===== config.mk =====
export PLATFORM = sky130hd
export DESIGN_NAME = lcc_charger
export DESIGN_NICKNAME = d
export VERILOG_FILES = /design/src/lcc_pkg.sv /design/src/lcc_sync.sv /design/src/lcc_charger.sv
export SDC_FILE = /design/constraint.sdc
export NUM_CORES = 1
export LEC_CHECK = 0
export ABC_AREA = 1
export ABC_CLOCK_PERIOD_IN_PS = 2400
export BUFFER_PORTS_ARGS = -buffer_cell sky130_fd_sc_hd__buf_2
export CORE_MARGIN = 4
export CORE_UTILIZATION = 55
export DETAILED_ROUTE_END_ITERATION = 10
export PLACE_DENSITY_LB_ADDON = 0.25
export SLEW_MARGIN = 20
export SYNTH_ARGS = -nofsm -noshare
export SYNTH_HDL_FRONTEND = slang
export SYNTH_SLANG_ARGS = --single-unit

===== constraint.sdc =====
create_clock -name clock_i -period 2.4 [get_ports clock_i]
set_input_delay 0.24 -clock clock_i [delete_from_list [all_inputs] [get_ports clock_i]]
set_output_delay 0.24 -clock clock_i [all_outputs]
set_load 0.005 [all_outputs]

===== src/lcc_pkg.sv =====
// Behaviour
// - Fifteen fixed operating states, from power down through fault and suspend.
// - Input above power-on but below battery plus margin keeps sleep, no charging.
// - Input above battery plus margin, under over-voltage: power good low, pin check.
// - No pin short enables output regulation at 100mA limit, then output check.
// - Output below 0.9V holds the output check state as a short.
// - Output above 0.9V picks input limit from source and mode, samples enable.
// - Enable low enters battery short check, sourcing 5.5mA, comparing 1.8V.
// - Battery above 1.8V starts trickle, trickle timer and charge indicator low.
// - Battery at 3.0V starts fast charge at smaller of set and input limit.
// - Battery at 4.2V switches constant current to constant voltage.
// - Current under end-of-charge releases charge indicator high.
// - After end of charge, current stops only with continuous supply low.
// - After completion, recharge once battery falls 120mV under regulation.
// - Fast charge picks full, shared-path or battery supplement by load.
// - Output target battery plus 225mV above 3.2V, else fixed 3.4V.
// - Timer expiry before completion: fault, power good low, blink, charger off.
// - Fault stays latched until input power is removed and reapplied.
// - Die over-temperature forces suspend: indicator frozen, charger off, output from battery.
// - Leave suspend after cooling by hysteresis and resume prior operation.
// - Safety timer pauses while continuous supply select is high.
// - Thermistor out of window pauses charging and timer, indicator stays low.
package lcc_pkg;

  typedef enum logic [3:0] {
    ST_POWER_DOWN, ST_SLEEP, ST_STANDBY, ST_PIN_CHECK, ST_SYSTEM_OUTPUT_VOLTAGE_CHECK,
    ST_IDLE, ST_VBAT_CHECK, ST_TRICKLE, ST_FAST, ST_COMPLETE,
    ST_DETECT1, ST_DETECT2, ST_DETECT3, ST_FAULT, ST_SUSPEND
  } lcc_state_e;

  typedef enum logic [1:0] {CUR_OFF, CUR_TRICKLE, CUR_FAST} lcc_cur_e;
  typedef enum logic [1:0] {FM_FULL, FM_SHARED, FM_SUPPLEMENT} lcc_fast_e;

  // --------------------------------------------------------------
  // Timing
  // --------------------------------------------------------------
  localparam int CLK_MHZ = 20;
  localparam int TICK_US = 1000;
  localparam int TICK_CYC = TICK_US * CLK_MHZ;
  localparam int TICK_MS = 1;
  localparam int BLINK_MS = 500;
  localparam int BLINK_HALF_TICKS = BLINK_MS / (2 * TICK_MS);

  // --------------------------------------------------------------
  // Register map
  // --------------------------------------------------------------
  localparam logic [3:0] REG_STATUS = 4'h0;
  localparam logic [3:0] REG_TIMEOUT = 4'h4;
  localparam logic [3:0] REG_TIMER = 4'h8;
  localparam int TMR_W = 24;
  localparam logic [TMR_W-1:0] TIMEOUT_RST = 24'h36_ee80;
  localparam int ST_STATE_LSB = 0;
  localparam int ST_PG_BIT = 4;
  localparam int ST_CHG_BIT = 5;
  localparam int ST_CV_BIT = 6;
  localparam int ST_FAST_LSB = 7;
  localparam int ST_ON_BIT = 9;

endpackage : lcc_pkg


===== src/lcc_sync.sv =====
module lcc_sync #(
  parameter int W = 1
) (
  input wire logic clock_i,          // System clock
  input wire logic srst_i,           // Sync reset
  input wire logic [W-1:0] async_i,  // Raw inputs
  output logic [W-1:0] sync_o        // Filtered inputs
);
  logic [W-1:0] s1_r;
  logic [W-1:0] s2_r;
  logic [W-1:0] s3_r;
  logic [W-1:0] out_r;

  // --------------------------------------------------------------
  // Three stages, accept when stages two and three agree
  // --------------------------------------------------------------
  always_ff @(posedge clock_i) begin
    if (srst_i) begin
      s1_r <= '0;
      s2_r <= '0;
      s3_r <= '0;
      out_r <= '0;
    end else begin
      s1_r <= async_i;
      s2_r <= s1_r;
      s3_r <= s2_r;
      for (int i = 0; i < W; i++) begin
        if (s2_r[i] == s3_r[i]) begin
          out_r[i] <= s3_r[i];
        end
      end
    end
  end

  assign sync_o = out_r;
endmodule : lcc_sync


===== src/lcc_charger.sv =====
module lcc_charger
  import lcc_pkg::*;
#(
  parameter int TICK_CYCLES = TICK_CYC
) (
  input wire logic clock_i,                 // 20 MHz oscillator
  input wire logic srst_i,                  // Sync reset, high
  input wire logic vin_above_por_i,         // Input above power-on threshold
  input wire logic vin_above_bat_os_i,      // Input above battery plus margin
  input wire logic vin_above_ovp_i,         // Input above over-voltage limit
  input wire logic input_limit_set_pin_pin_short_i,        // Input limit set pin shorted
  input wire logic charge_current_set_pin_pin_short_i,        // Charge current set pin shorted
  input wire logic system_output_voltage_above_0v9_i,        // Output above 0.9V
  input wire logic source_type_sel_i,       // Source type strap
  input wire logic mode_i,                  // Mode strap
  input wire logic charge_enable_n_i,       // Charge enable, low active
  input wire logic vbat_above_1v8_i,        // Battery above 1.8V
  input wire logic vbat_above_min_i,        // Battery above precharge threshold
  input wire logic vbat_at_reg_i,           // Battery at regulated level
  input wire logic ichg_below_eoc_i,        // Charge current under end of charge
  input wire logic vbat_below_rch_i,        // Battery under recharge threshold
  input wire logic continuous_supply_sel_i, // Continuous supply strap
  input wire logic die_over_temp_i,         // Die at over-temperature
  input wire logic die_cooled_i,            // Die cooled by hysteresis
  input wire logic ntc_in_window_i,         // Thermistor in valid window
  input wire logic vbat_above_3v2_i,        // Battery above 3.2V
  input wire logic load_chg_over_lim_i,     // Load plus charge over limit
  input wire logic load_over_lim_i,         // Load alone over limit
  output logic power_good_n_o,              // Power good pin level
  output logic power_good_n_oe_o,           // Power good pull low
  output logic charge_ind_n_o,              // Charge indicator pin level
  output logic charge_ind_n_oe_o,           // Charge indicator pull low
  output logic out_reg_en_o,                // Output regulation on
  output logic out_input_limit_set_pin_100ma_o,            // 100mA output current limit
  output logic [1:0] in_input_limit_set_pin_sel_o,         // Input limit {source, mode}
  output logic bat_test_src_o,              // 5.5mA battery test source
  output logic charge_on_o,                 // Charger switched on
  output logic [1:0] charge_cur_sel_o,      // Current target select
  output logic cv_mode_o,                   // Constant-voltage mode
  output logic [1:0] fast_mode_o,           // Fast charge sub-mode
  output logic system_output_voltage_target_sel_o,           // 1: battery plus 225mV, 0: 3.4V
  output logic system_output_voltage_from_bat_o,             // Output fed from battery
  input wire logic [3:0] avs_address_i,     // Byte address
  input wire logic avs_read_i,              // Read strobe
  input wire logic avs_write_i,             // Write strobe
  input wire logic [31:0] avs_writedata_i,  // Write data
  input wire logic [3:0] avs_byteenable_i,  // Byte enables
  output logic [31:0] avs_readdata_o,       // Read data
  output logic avs_waitrequest_o            // Wait request
);

  localparam int NIN = 21;
  localparam int TCW = $clog2(TICK_CYCLES);
  localparam int BCW = $clog2(BLINK_HALF_TICKS);
  localparam logic [TCW-1:0] TICK_LAST = TCW'(TICK_CYCLES - 1);
  localparam logic [BCW-1:0] BLINK_LAST = BCW'(BLINK_HALF_TICKS - 1);

  typedef struct packed {
    lcc_state_e st;
    lcc_state_e ret;
    logic [TCW-1:0] tick_cnt;
    logic tick;
    logic [BCW-1:0] blink_cnt;
    logic [TMR_W-1:0] timer;
    logic [TMR_W-1:0] limit;
    logic pg_oe;
    logic chg_oe;
    logic out_reg;
    logic ilim100;
    logic [1:0] in_input_limit_set_pin;
    logic bat_src;
    logic chg_on;
    lcc_cur_e cur;
    logic cv;
    lcc_fast_e fmode;
    logic vsel;
    logic from_bat;
    logic waitreq;
    logic [31:0] rdata;
  } lcc_state_s;

  lcc_state_s r;
  lcc_state_s n;

  logic [NIN-1:0] pins_s;
  logic por, vin_win, vin_ovp, pin_short_a, pin_short_b, system_output_voltage_ok, src, mode;
  logic en_n, v1v8, precharge_threshold, vreg, eoc, rch, continuous_supply_sel, ot, cool, ntc, v3v2, sum_ov, ld_ov;
  logic vin_ok;
  logic charging;

  // --------------------------------------------------------------
  // Input synchroniser
  // --------------------------------------------------------------
  lcc_sync #(.W(NIN)) u_sync (
    .clock_i(clock_i),
    .srst_i(srst_i),
    .async_i({vin_above_por_i, vin_above_bat_os_i, vin_above_ovp_i, input_limit_set_pin_pin_short_i,
              charge_current_set_pin_pin_short_i, system_output_voltage_above_0v9_i, source_type_sel_i, mode_i,
              charge_enable_n_i, vbat_above_1v8_i, vbat_above_min_i, vbat_at_reg_i,
              ichg_below_eoc_i, vbat_below_rch_i, continuous_supply_sel_i,
              die_over_temp_i, die_cooled_i, ntc_in_window_i, vbat_above_3v2_i,
              load_chg_over_lim_i, load_over_lim_i}),
    .sync_o(pins_s)
  );

  assign {por, vin_win, vin_ovp, pin_short_a, pin_short_b, system_output_voltage_ok, src, mode,
          en_n, v1v8, precharge_threshold, vreg, eoc, rch, continuous_supply_sel, ot, cool, ntc, v3v2, sum_ov,
          ld_ov} = pins_s;

  assign vin_ok = vin_win && !vin_ovp;
  assign charging = (r.st == ST_TRICKLE) || (r.st == ST_FAST);

  // --------------------------------------------------------------
  // Next state
  // --------------------------------------------------------------
  always_comb begin
    n = r;
    // Millisecond enable
    n.tick = (r.tick_cnt == TICK_LAST);
    n.tick_cnt = n.tick ? '0 : r.tick_cnt + 1'b1;

    // Safety timer, paused by strap or thermistor
    if (charging && r.tick && !continuous_supply_sel && ntc) begin
      n.timer = r.timer + 1'b1;
    end

    // Sequencing
    if (!por) begin
      n.st = ST_POWER_DOWN;
    end else if (ot && r.st != ST_SUSPEND && r.st != ST_POWER_DOWN) begin
      n.st = ST_SUSPEND;
      n.ret = r.st;
    end else begin
      case (r.st)
        ST_POWER_DOWN: begin
          n.st = ST_SLEEP;
        end
        ST_SLEEP: begin
          if (vin_ok) begin
            n.st = ST_PIN_CHECK;
          end
        end
        ST_PIN_CHECK: begin
          if (!vin_ok) begin
            n.st = ST_SLEEP;
          end else if (!pin_short_a && !pin_short_b) begin
            n.st = ST_SYSTEM_OUTPUT_VOLTAGE_CHECK;
          end
        end
        ST_SYSTEM_OUTPUT_VOLTAGE_CHECK: begin
          if (!vin_ok) begin
            n.st = ST_SLEEP;
          end else if (system_output_voltage_ok) begin
            n.st = ST_IDLE;
            n.in_input_limit_set_pin = {src, mode};
          end
        end
        ST_IDLE, ST_STANDBY: begin
          if (!vin_ok) begin
            n.st = ST_SLEEP;
          end else if (!en_n) begin
            n.st = ST_VBAT_CHECK;
          end else begin
            n.st = ST_STANDBY;
          end
        end
        ST_VBAT_CHECK: begin
          if (!vin_ok) begin
            n.st = ST_SLEEP;
          end else if (en_n) begin
            n.st = ST_STANDBY;
          end else if (v1v8) begin
            n.st = ST_TRICKLE;
            n.timer = '0;
          end
        end
        ST_TRICKLE, ST_FAST: begin
          if (!vin_ok) begin
            n.st = ST_SLEEP;
          end else if (en_n) begin
            n.st = ST_STANDBY;
          end else if (r.timer >= r.limit) begin
            n.st = ST_FAULT;
          end else if (r.st == ST_TRICKLE && precharge_threshold) begin
            n.st = ST_FAST;
          end else if (r.st == ST_FAST && r.cv && eoc) begin
            n.st = ST_COMPLETE;
          end
        end
        ST_COMPLETE: begin
          if (!vin_ok) begin
            n.st = ST_SLEEP;
          end else if (en_n) begin
            n.st = ST_STANDBY;
          end else if (rch) begin
            n.st = ST_FAST;
            n.timer = '0;
          end
        end
        ST_FAULT: begin
          n.st = ST_FAULT;
        end
        ST_SUSPEND: begin
          if (cool && !ot) begin
            n.st = r.ret;
          end
        end
        default: begin
          n.st = ST_SLEEP;
        end
      endcase
    end

    // Constant-voltage latch within fast charge
    if (n.st != ST_FAST && n.st != ST_COMPLETE) begin
      n.cv = 1'b0;
    end else if (vreg) begin
      n.cv = 1'b1;
    end

    // Fault blink divider
    if (n.st != ST_FAULT) begin
      n.blink_cnt = '0;
    end else if (r.tick) begin
      n.blink_cnt = (r.blink_cnt == BLINK_LAST) ? '0 : r.blink_cnt + 1'b1;
      if (r.blink_cnt == BLINK_LAST) begin
        n.chg_oe = !r.chg_oe;
      end
    end

    // Per-state outputs
    n.pg_oe = !(n.st inside {ST_POWER_DOWN, ST_SLEEP});
    n.out_reg = !(n.st inside {ST_POWER_DOWN, ST_SLEEP, ST_PIN_CHECK, ST_SUSPEND});
    n.ilim100 = (n.st == ST_SYSTEM_OUTPUT_VOLTAGE_CHECK);
    n.bat_src = (n.st == ST_VBAT_CHECK);
    n.from_bat = (n.st == ST_SUSPEND);
    n.vsel = v3v2;
    n.chg_on = 1'b0;
    n.cur = CUR_OFF;
    case (n.st)
      ST_TRICKLE: begin
        n.chg_on = ntc;
        n.cur = CUR_TRICKLE;
        n.chg_oe = 1'b1;
      end
      ST_FAST: begin
        n.chg_on = ntc;
        n.cur = CUR_FAST;
        n.chg_oe = 1'b1;
      end
      ST_COMPLETE: begin
        n.chg_on = continuous_supply_sel && ntc;
        n.cur = continuous_supply_sel ? CUR_FAST : CUR_OFF;
        n.chg_oe = 1'b0;
      end
      ST_FAULT, ST_SUSPEND: begin
        n.chg_on = 1'b0;
      end
      default: begin
        n.chg_oe = 1'b0;
      end
    endcase

    // Fast charge sub-mode
    if (ld_ov) begin
      n.fmode = FM_SUPPLEMENT;
    end else if (sum_ov) begin
      n.fmode = FM_SHARED;
    end else begin
      n.fmode = FM_FULL;
    end

    // Avalon slave: one wait cycle, then accept
    n.waitreq = 1'b1;
    if ((avs_read_i || avs_write_i) && r.waitreq) begin
      n.waitreq = 1'b0;
      case (avs_address_i)
        REG_STATUS: begin
          n.rdata = '0;
          n.rdata[ST_STATE_LSB +: 4] = r.st;
          n.rdata[ST_PG_BIT] = r.pg_oe;
          n.rdata[ST_CHG_BIT] = r.chg_oe;
          n.rdata[ST_CV_BIT] = r.cv;
          n.rdata[ST_FAST_LSB +: 2] = r.fmode;
          n.rdata[ST_ON_BIT] = r.chg_on;
        end
        REG_TIMEOUT: begin
          n.rdata = {8'h00, r.limit};
        end
        REG_TIMER: begin
          n.rdata = {8'h00, r.timer};
        end
        default: begin
          n.rdata = '0;
        end
      endcase
    end
    if (avs_write_i && !r.waitreq && avs_address_i == REG_TIMEOUT) begin
      for (int b = 0; b < 3; b++) begin
        if (avs_byteenable_i[b]) begin
          n.limit[8*b +: 8] = avs_writedata_i[8*b +: 8];
        end
      end
    end
  end

  // --------------------------------------------------------------
  // State register
  // --------------------------------------------------------------
  always_ff @(posedge clock_i) begin
    if (srst_i) begin
      r <= '0;
      r.waitreq <= 1'b1;
      r.limit <= TIMEOUT_RST;
    end else begin
      r <= n;
    end
  end

  assign power_good_n_o = 1'b0;
  assign power_good_n_oe_o = r.pg_oe;
  assign charge_ind_n_o = 1'b0;
  assign charge_ind_n_oe_o = r.chg_oe;
  assign out_reg_en_o = r.out_reg;
  assign out_input_limit_set_pin_100ma_o = r.ilim100;
  assign in_input_limit_set_pin_sel_o = r.in_input_limit_set_pin;
  assign bat_test_src_o = r.bat_src;
  assign charge_on_o = r.chg_on;
  assign charge_cur_sel_o = r.cur;
  assign cv_mode_o = r.cv;
  assign fast_mode_o = r.fmode;
  assign system_output_voltage_target_sel_o = r.vsel;
  assign system_output_voltage_from_bat_o = r.from_bat;
  assign avs_readdata_o = r.rdata;
  assign avs_waitrequest_o = r.waitreq;

endmodule : lcc_charger


; Yosys cells after proc, flatten, opt, wreduce, memory -nomap -nowiden
; Index checks and enable logic that the tools add are counted.
[totals]
wordCells = 195
mem_count = 0
regBits = 212
ram_bits = 0
output_inout_bits = 50
latchBits = 0
rom_bits = 0
input_bits = 65
[classes]
shift = 0
muxes = 44
eq_ne = 52
multipliers = 0
n_addsub = 3
bitwise = 1
reduce_logical = 46
n_lt_le_gt_ge = 1
n_div = 0
[ops]
columns = op, n
row1 = $mux 24, 9
row2 = $mux 4, 19
row3 = $pmux 24 s3, 1
row4 = $pmux 24 s2, 1
row5 = $eq 4x4->1 const B, 9
row6 = $pmux 4 s9, 1
row7 = $mux 33, 1
row8 = $eq 4x3->1 const B, 8
row9 = $add 24x1->24 const B, 1
row10 = $ge 24x24->1, 1
row11 = $eq 1x1->1, 21
row12 = $logic_and 1x1->1, 16
row13 = $ne 4x4->1 const B, 4
row14 = $reduce_or 2->1, 8
row15 = $add 15x1->15 const B, 1
row16 = $eq 15x15->1 const B, 1
row17 = $eq 4x2->1 const B, 3
row18 = $logic_not 1->1, 9
row19 = $add 8x1->8 const B, 1
row20 = $eq 4x1->1 const B, 2
row21 = $eq 8x8->1 const B, 1
row22 = $logic_not 4->1, 2
row23 = $mux 8, 1
row24 = $reduce_and 2->1, 4
row25 = 12 further kinds, 22

; Depth between registers and ports, before layout
[logic_depth]
word_depth = 15
ltp_mapped = 22
mapped_depth_nobuf = 22

; By module
; Synthesis repeated with hierarchy kept, for this count alone.
[unflattened]
hier_cells = 1202
area_unflattened_um2 = 9266.4
[by_module_without_submodules]
columns = module, cells_per_inst, instances, area_each_um2, seq_area_each_um2
row1 = lcc_charger, 919, 1, 6590.1, 2402.3
row2 = lcc_sync, 283, 1, 2676.3, 1681.6

; Least setup slack after synthesis
; Ideal clock, no wire load.
[synth_timing]
path_type = register to register
start = register r[71] in the netlist's numbering
end = register r[98] in the netlist's numbering
arrival_time_ps = 2017
path_slack_ps = 310
path_stages_with_launch = 19
required_ps = 2327
setup_ps = 73
synth_period_minus_slack_ps = 2090
n_path_buf = 0
path_cell_list = dfxtp_1 inv_1 ha_1 nand2_1 nor2_1 nand2_1 nor2_1 nand2_1 nand2_1 nor2_1 nand3_1 nand2_1 nand3_1 nand2_2 nor2_2 nand3_1 inv_1 nand3_1 nor3b_2
[synth_via]
elab_chain_cells = 9
[synth_lines]
columns = item, line
row1 = from (decl), lcc_charger.sv:82  ; lcc_state_s r;
row2 = from (signal assigned), lcc_charger.sv:316  ; r <= n;
row3 = $ge 24x24->1, lcc_charger.sv:182  ; end else if (r.timer >= r.limit) begin
row4 = $mux 4, lcc_charger.sv:182
row5 = $mux 4, lcc_charger.sv:180  ; end else if (en_n) begin
row6 = $mux 4, lcc_charger.sv:178  ; if (!vin_ok) begin
row7 = $pmux 4 s9, lcc_charger.sv:134  ; case (r.st)
row8 = $mux 4, lcc_charger.sv:130  ; end else if (ot && r.st != ST_SUSPEND && r.st != ST_POWER_DOWN) begin
row9 = $mux 4, lcc_charger.sv:128  ; if (!por) begin
row10 = $ne 4x4->1, lcc_charger.sv:222  ; if (n.st != ST_FAULT) begin
row11 = $reduce_or 2->1 (no line), --
; Every way passes these cells.
; A chain may end at the register's enable or synchronous reset.

; Worst setup path in the final report
[layout_timing]
start = register r[55] in the netlist's numbering
end = register r (netlist bit charge_on_o)
[layout_via]
elab_chain_cells = 10
elab_cells_between_ends = 12
classes_between = order compare: 1 / eq/ne: 3 / mux: 7 / reduce/logical: 1
[layout_lines]
columns = item, line
row1 = $ge 24x24->1 (*), lcc_charger.sv:182
row2 = $mux 4 (*), lcc_charger.sv:182
row3 = $mux 4 (*), lcc_charger.sv:180
row4 = $mux 4 (*), lcc_charger.sv:178
row5 = $pmux 4 s9 (*), lcc_charger.sv:134
row6 = $mux 4 (*), lcc_charger.sv:130
row7 = $mux 4 (*), lcc_charger.sv:128
row8 = $eq 4x4->1 or $eq 4x3->1 (tied branches), lcc_charger.sv:240  ; case (n.st)
row9 = $reduce_or 2->1 (no line), --
row10 = $pmux 1 s2 (*), lcc_charger.sv:240
; Every way passes the cells marked *; elsewhere a longest branch is shown, timed or not.

==> metrics <==
Mean Syn Cell Area 7.59 um^2; antenna cells 0; first-pass iteration count of the detailed router 5; setup TNS 0 ns; total routed wirelength 20.9 mm; Yosys cell types 47; power share of the clock group 0.452; number of buffers created by CTS 21; row count 46; Max Cap Viol 0; Final Skew 0.0105 ns; LEAKAGE 0.00476 uW; GR Util All Layers 0.217; NetSw 1470 uW; Reg2Reg Setup Slack 0.08 ns; DRC viols 0; Root Buffer clkbuf_16; Core Region 0.0159 mm^2; DR WL/cell 13.4 um; register bit count reported by yosys 204; final hold slack 0.0242 ns; antenna-violating nets left 0; outcome finished clean; total global routing overflow 0; Clk Latency, worst-skew pair 0.50 ns; DRT iter0 DRCs 439; number of global-route vias before repair 7,258; Layout fillers 1,307; vias 7,750; CP max FO 4; Syn. warnings 0; Worst Tran Pin Value 0.817 ns; routability cong. 0.925; Final Critical Period 2.32 ns; Detail Placement HPWL 14.2 mm; Pint 5370 uW; max_slew headroom 0.455; peak supply drop 0.000554 V; CP required 2.83 ns; final std cells w/o fill 1,559; CTS sink cnt 204; Final nets 1,423; total power 6840 uW; Final Max Slew Viols 0; CP endpoint kind flip-flop; first-pass GRT wire length 33.1 mm; crit path launch type flip-flop; clock buffer depth 3; die height 136 um; CTS tree done; pwr dens 613 mW/mm^2; Tcrit/Tclk final 0.968; initial core utilization 0.563; port bufs 95; Clock Pin Slew Worst Setup and Hold Paths 0.06 ns; worst path arrival time 2.75 ns; H-Tree Depth 1; fmax 431 MHz; setup violators final 0; layout cells sized above 1 0.220; die area 0.0184 mm^2; vias per cell 4.97; RSZ-0062 raised after global routing yes; Post-Place Cells 1,486; Net Sw Frac 0.215; Combinational Power Share 0.042; largest net degree at the start of global routing 114; power share of the sequential group 0.506; Gate Count Post-Synth 1,183; Seq/Total Area, Yosys 0.455; Die W 136 um; HP Class in2reg; Hold Vio Cnt, Final 0; IO Pins 115; Layout area overhead 24.4%; Mapped Area 0.00897 mm^2; critical path class reg2reg; initial antenna violation count 0
[per-layer routing]
metal	wire, um	track usage	share of wire	up-vias
met2	10400	0.387	0.50	176
met1	9090	0.271	0.44	3509
li1	-	-	-	4023
met3	874	0.0342	0.042	42
met5	0	0	0	-
met4	512	0.0622	0.025	0
[worst max-delay path: stages (launching register included)]
cell	delay (ns)
dfxtp_1	0.30
inv_1	0.05
ha_1	0.31
nand2_2	0.07
inv_1	0.04
nand2_1	0.05
nand2_1	0.06
nor2_1	0.19
nor2_1	0.08
nand2_2	0.13
nand3_1	0.09
nand2_1	0.09
nand3_2	0.11
a21oi_2	0.17
nand2_1	0.09
o21bai_1	0.18
nand2_1	0.07
nand2_1	0.04
nor2_1	0.11
[stage by stage]
stage          utilization  area, um^2  worst slack (ns)
6_report             0.700       11200            0.0773
2_1_floorplan            -        9010             0.310
4_1_cts              0.675       10800          -0.00615
5_1_grt              0.700       11200            -0.101
3_5_place_dp         0.612        9760            -0.115
3_3_place_gp         0.612        9760          -0.00361
[power groups by stage]
stage	logic, uW	clock network, uW	registers [uW]
floorplan	160	0	3530
global placement	236	0	3540
detailed placement	239	0	3540
CTS	281	3170	3460
global route	324	3300	3470
finish	285	3100	3460
[path summary, 6_finish.rpt]
check | startpoint | end | depth (start not counted)
hold reg to reg | u_sync.s1_r[12] | u_sync.s2_r[12] | 2
hold / removal | avs_writedata_i[4] | r[52] | 3
setup reg to reg | r[55] | charge_on_o | 18
setup / recovery | r[55] | charge_on_o | 18
[timing repair]
action / CTS / global route
endpoints found under the hold margin: 33 / 0
pin swaps: 0 / 28
endpoints found under the setup margin: 5 / 20
hold buffers: 33 / 0
setup buffers: 0 / 4
resized for setup: 5 / 89
[logic make-up (layout without fill, tap and decap cells)]
kind of cell / Yosys count / in the layout / synth area share
AOI/OAI and AO/OA: 193 / 193 / 0.125
xor gates and xnor gates: 24 / 24 / 0.0234
adders and majority gates: 28 / 28 / 0.0390
buffers and inverters: 259 / 410 / 0.127
DFF: 204 / 204 / 0.455
other: 1 / 10 / 0.000418
and+or+nand+nor: 474 / 474 / 0.230
[registers in the layout, summed over array words and instances (netlist names)]
signal,count
u_sync.s2_r,21
u_sync.s1_r,21
system_output_voltage_from_bat_o,1
out_reg_en_o,1
out_input_limit_set_pin_100ma_o,1
fast_mode_o,2
charge_ind_n_oe_o,1
bat_test_src_o,1
charge_on_o,1
avs_waitrequest_o,1
charge_cur_sel_o,2
cv_mode_o,1
power_good_n_oe_o,1
system_output_voltage_target_sel_o,1
avs_readdata_o,24
u_sync.sync_o,21
in_input_limit_set_pin_sel_o,2
r,80
u_sync.s3_r,21
[layout by cell type, fill, tap and decap left out, types with 18 or more instances in the layout]
| cell | instances |
|---|---|
| inv_2 | 18 |
| clkbuf_16 | 21 |
| dlygate4sd3_1 | 33 |
| buf_2 | 94 |
| xor2_1 | 21 |
| nand2_1 | 170 |
| dfxtp_1 | 193 |
| nand3_1 | 28 |
| nor3_1 | 30 |
| nand2_2 | 18 |
| o21ai_0 | 40 |
| nor2_1 | 172 |
| buf_4 | 57 |
| inv_1 | 167 |
| a21oi_1 | 84 |
[cells in the mapped netlist (all sizes together)]
master | number | share of area
a211oi | 16 | 0.013
a31oi | 4 | 0.0028
a31o | 1 | 0.00098
o221ai | 3 | 0.0029
clkbuf | 25 | 0.010
o21ai | 42 | 0.025
a21oi | 88 | 0.049
inv | 185 | 0.077
clkinv | 1 | 0.00042
or3 | 1 | 0.00070
o22ai | 17 | 0.012
o21bai | 1 | 0.00084
conb | 1 | 0.00042
nor4 | 3 | 0.0021
and3 | 1 | 0.00070
nor3 | 33 | 0.020
o31ai | 1 | 0.0014
o211ai | 15 | 0.013
o2111ai | 1 | 0.00098
ha | 28 | 0.039
o21a | 3 | 0.0025
nand3 | 40 | 0.025
nand4 | 8 | 0.0073
buf | 48 | 0.039
nor3b | 5 | 0.0047
xnor2 | 3 | 0.0029
xor2 | 21 | 0.020
nand2 | 196 | 0.085
dfxtp | 204 | 0.46
nor2 | 187 | 0.084
a22oi | 1 | 0.00084
[cell type report]
cell class / count / area, um^2 / share of cell area
clock buffer: 29 / 586 / 0.0524
clock inverter: 7 / 66.3 / 0.00594
inverter: 186 / 698 / 0.0625
multi-input combinational: 729 / 4160 / 0.372
sequential: 204 / 4100 / 0.367
tap: 216 / 270 / 0.0242
timing repair buffer: 188 / 1290 / 0.116
Note: power is estimated with default switching activity, not from simulation.
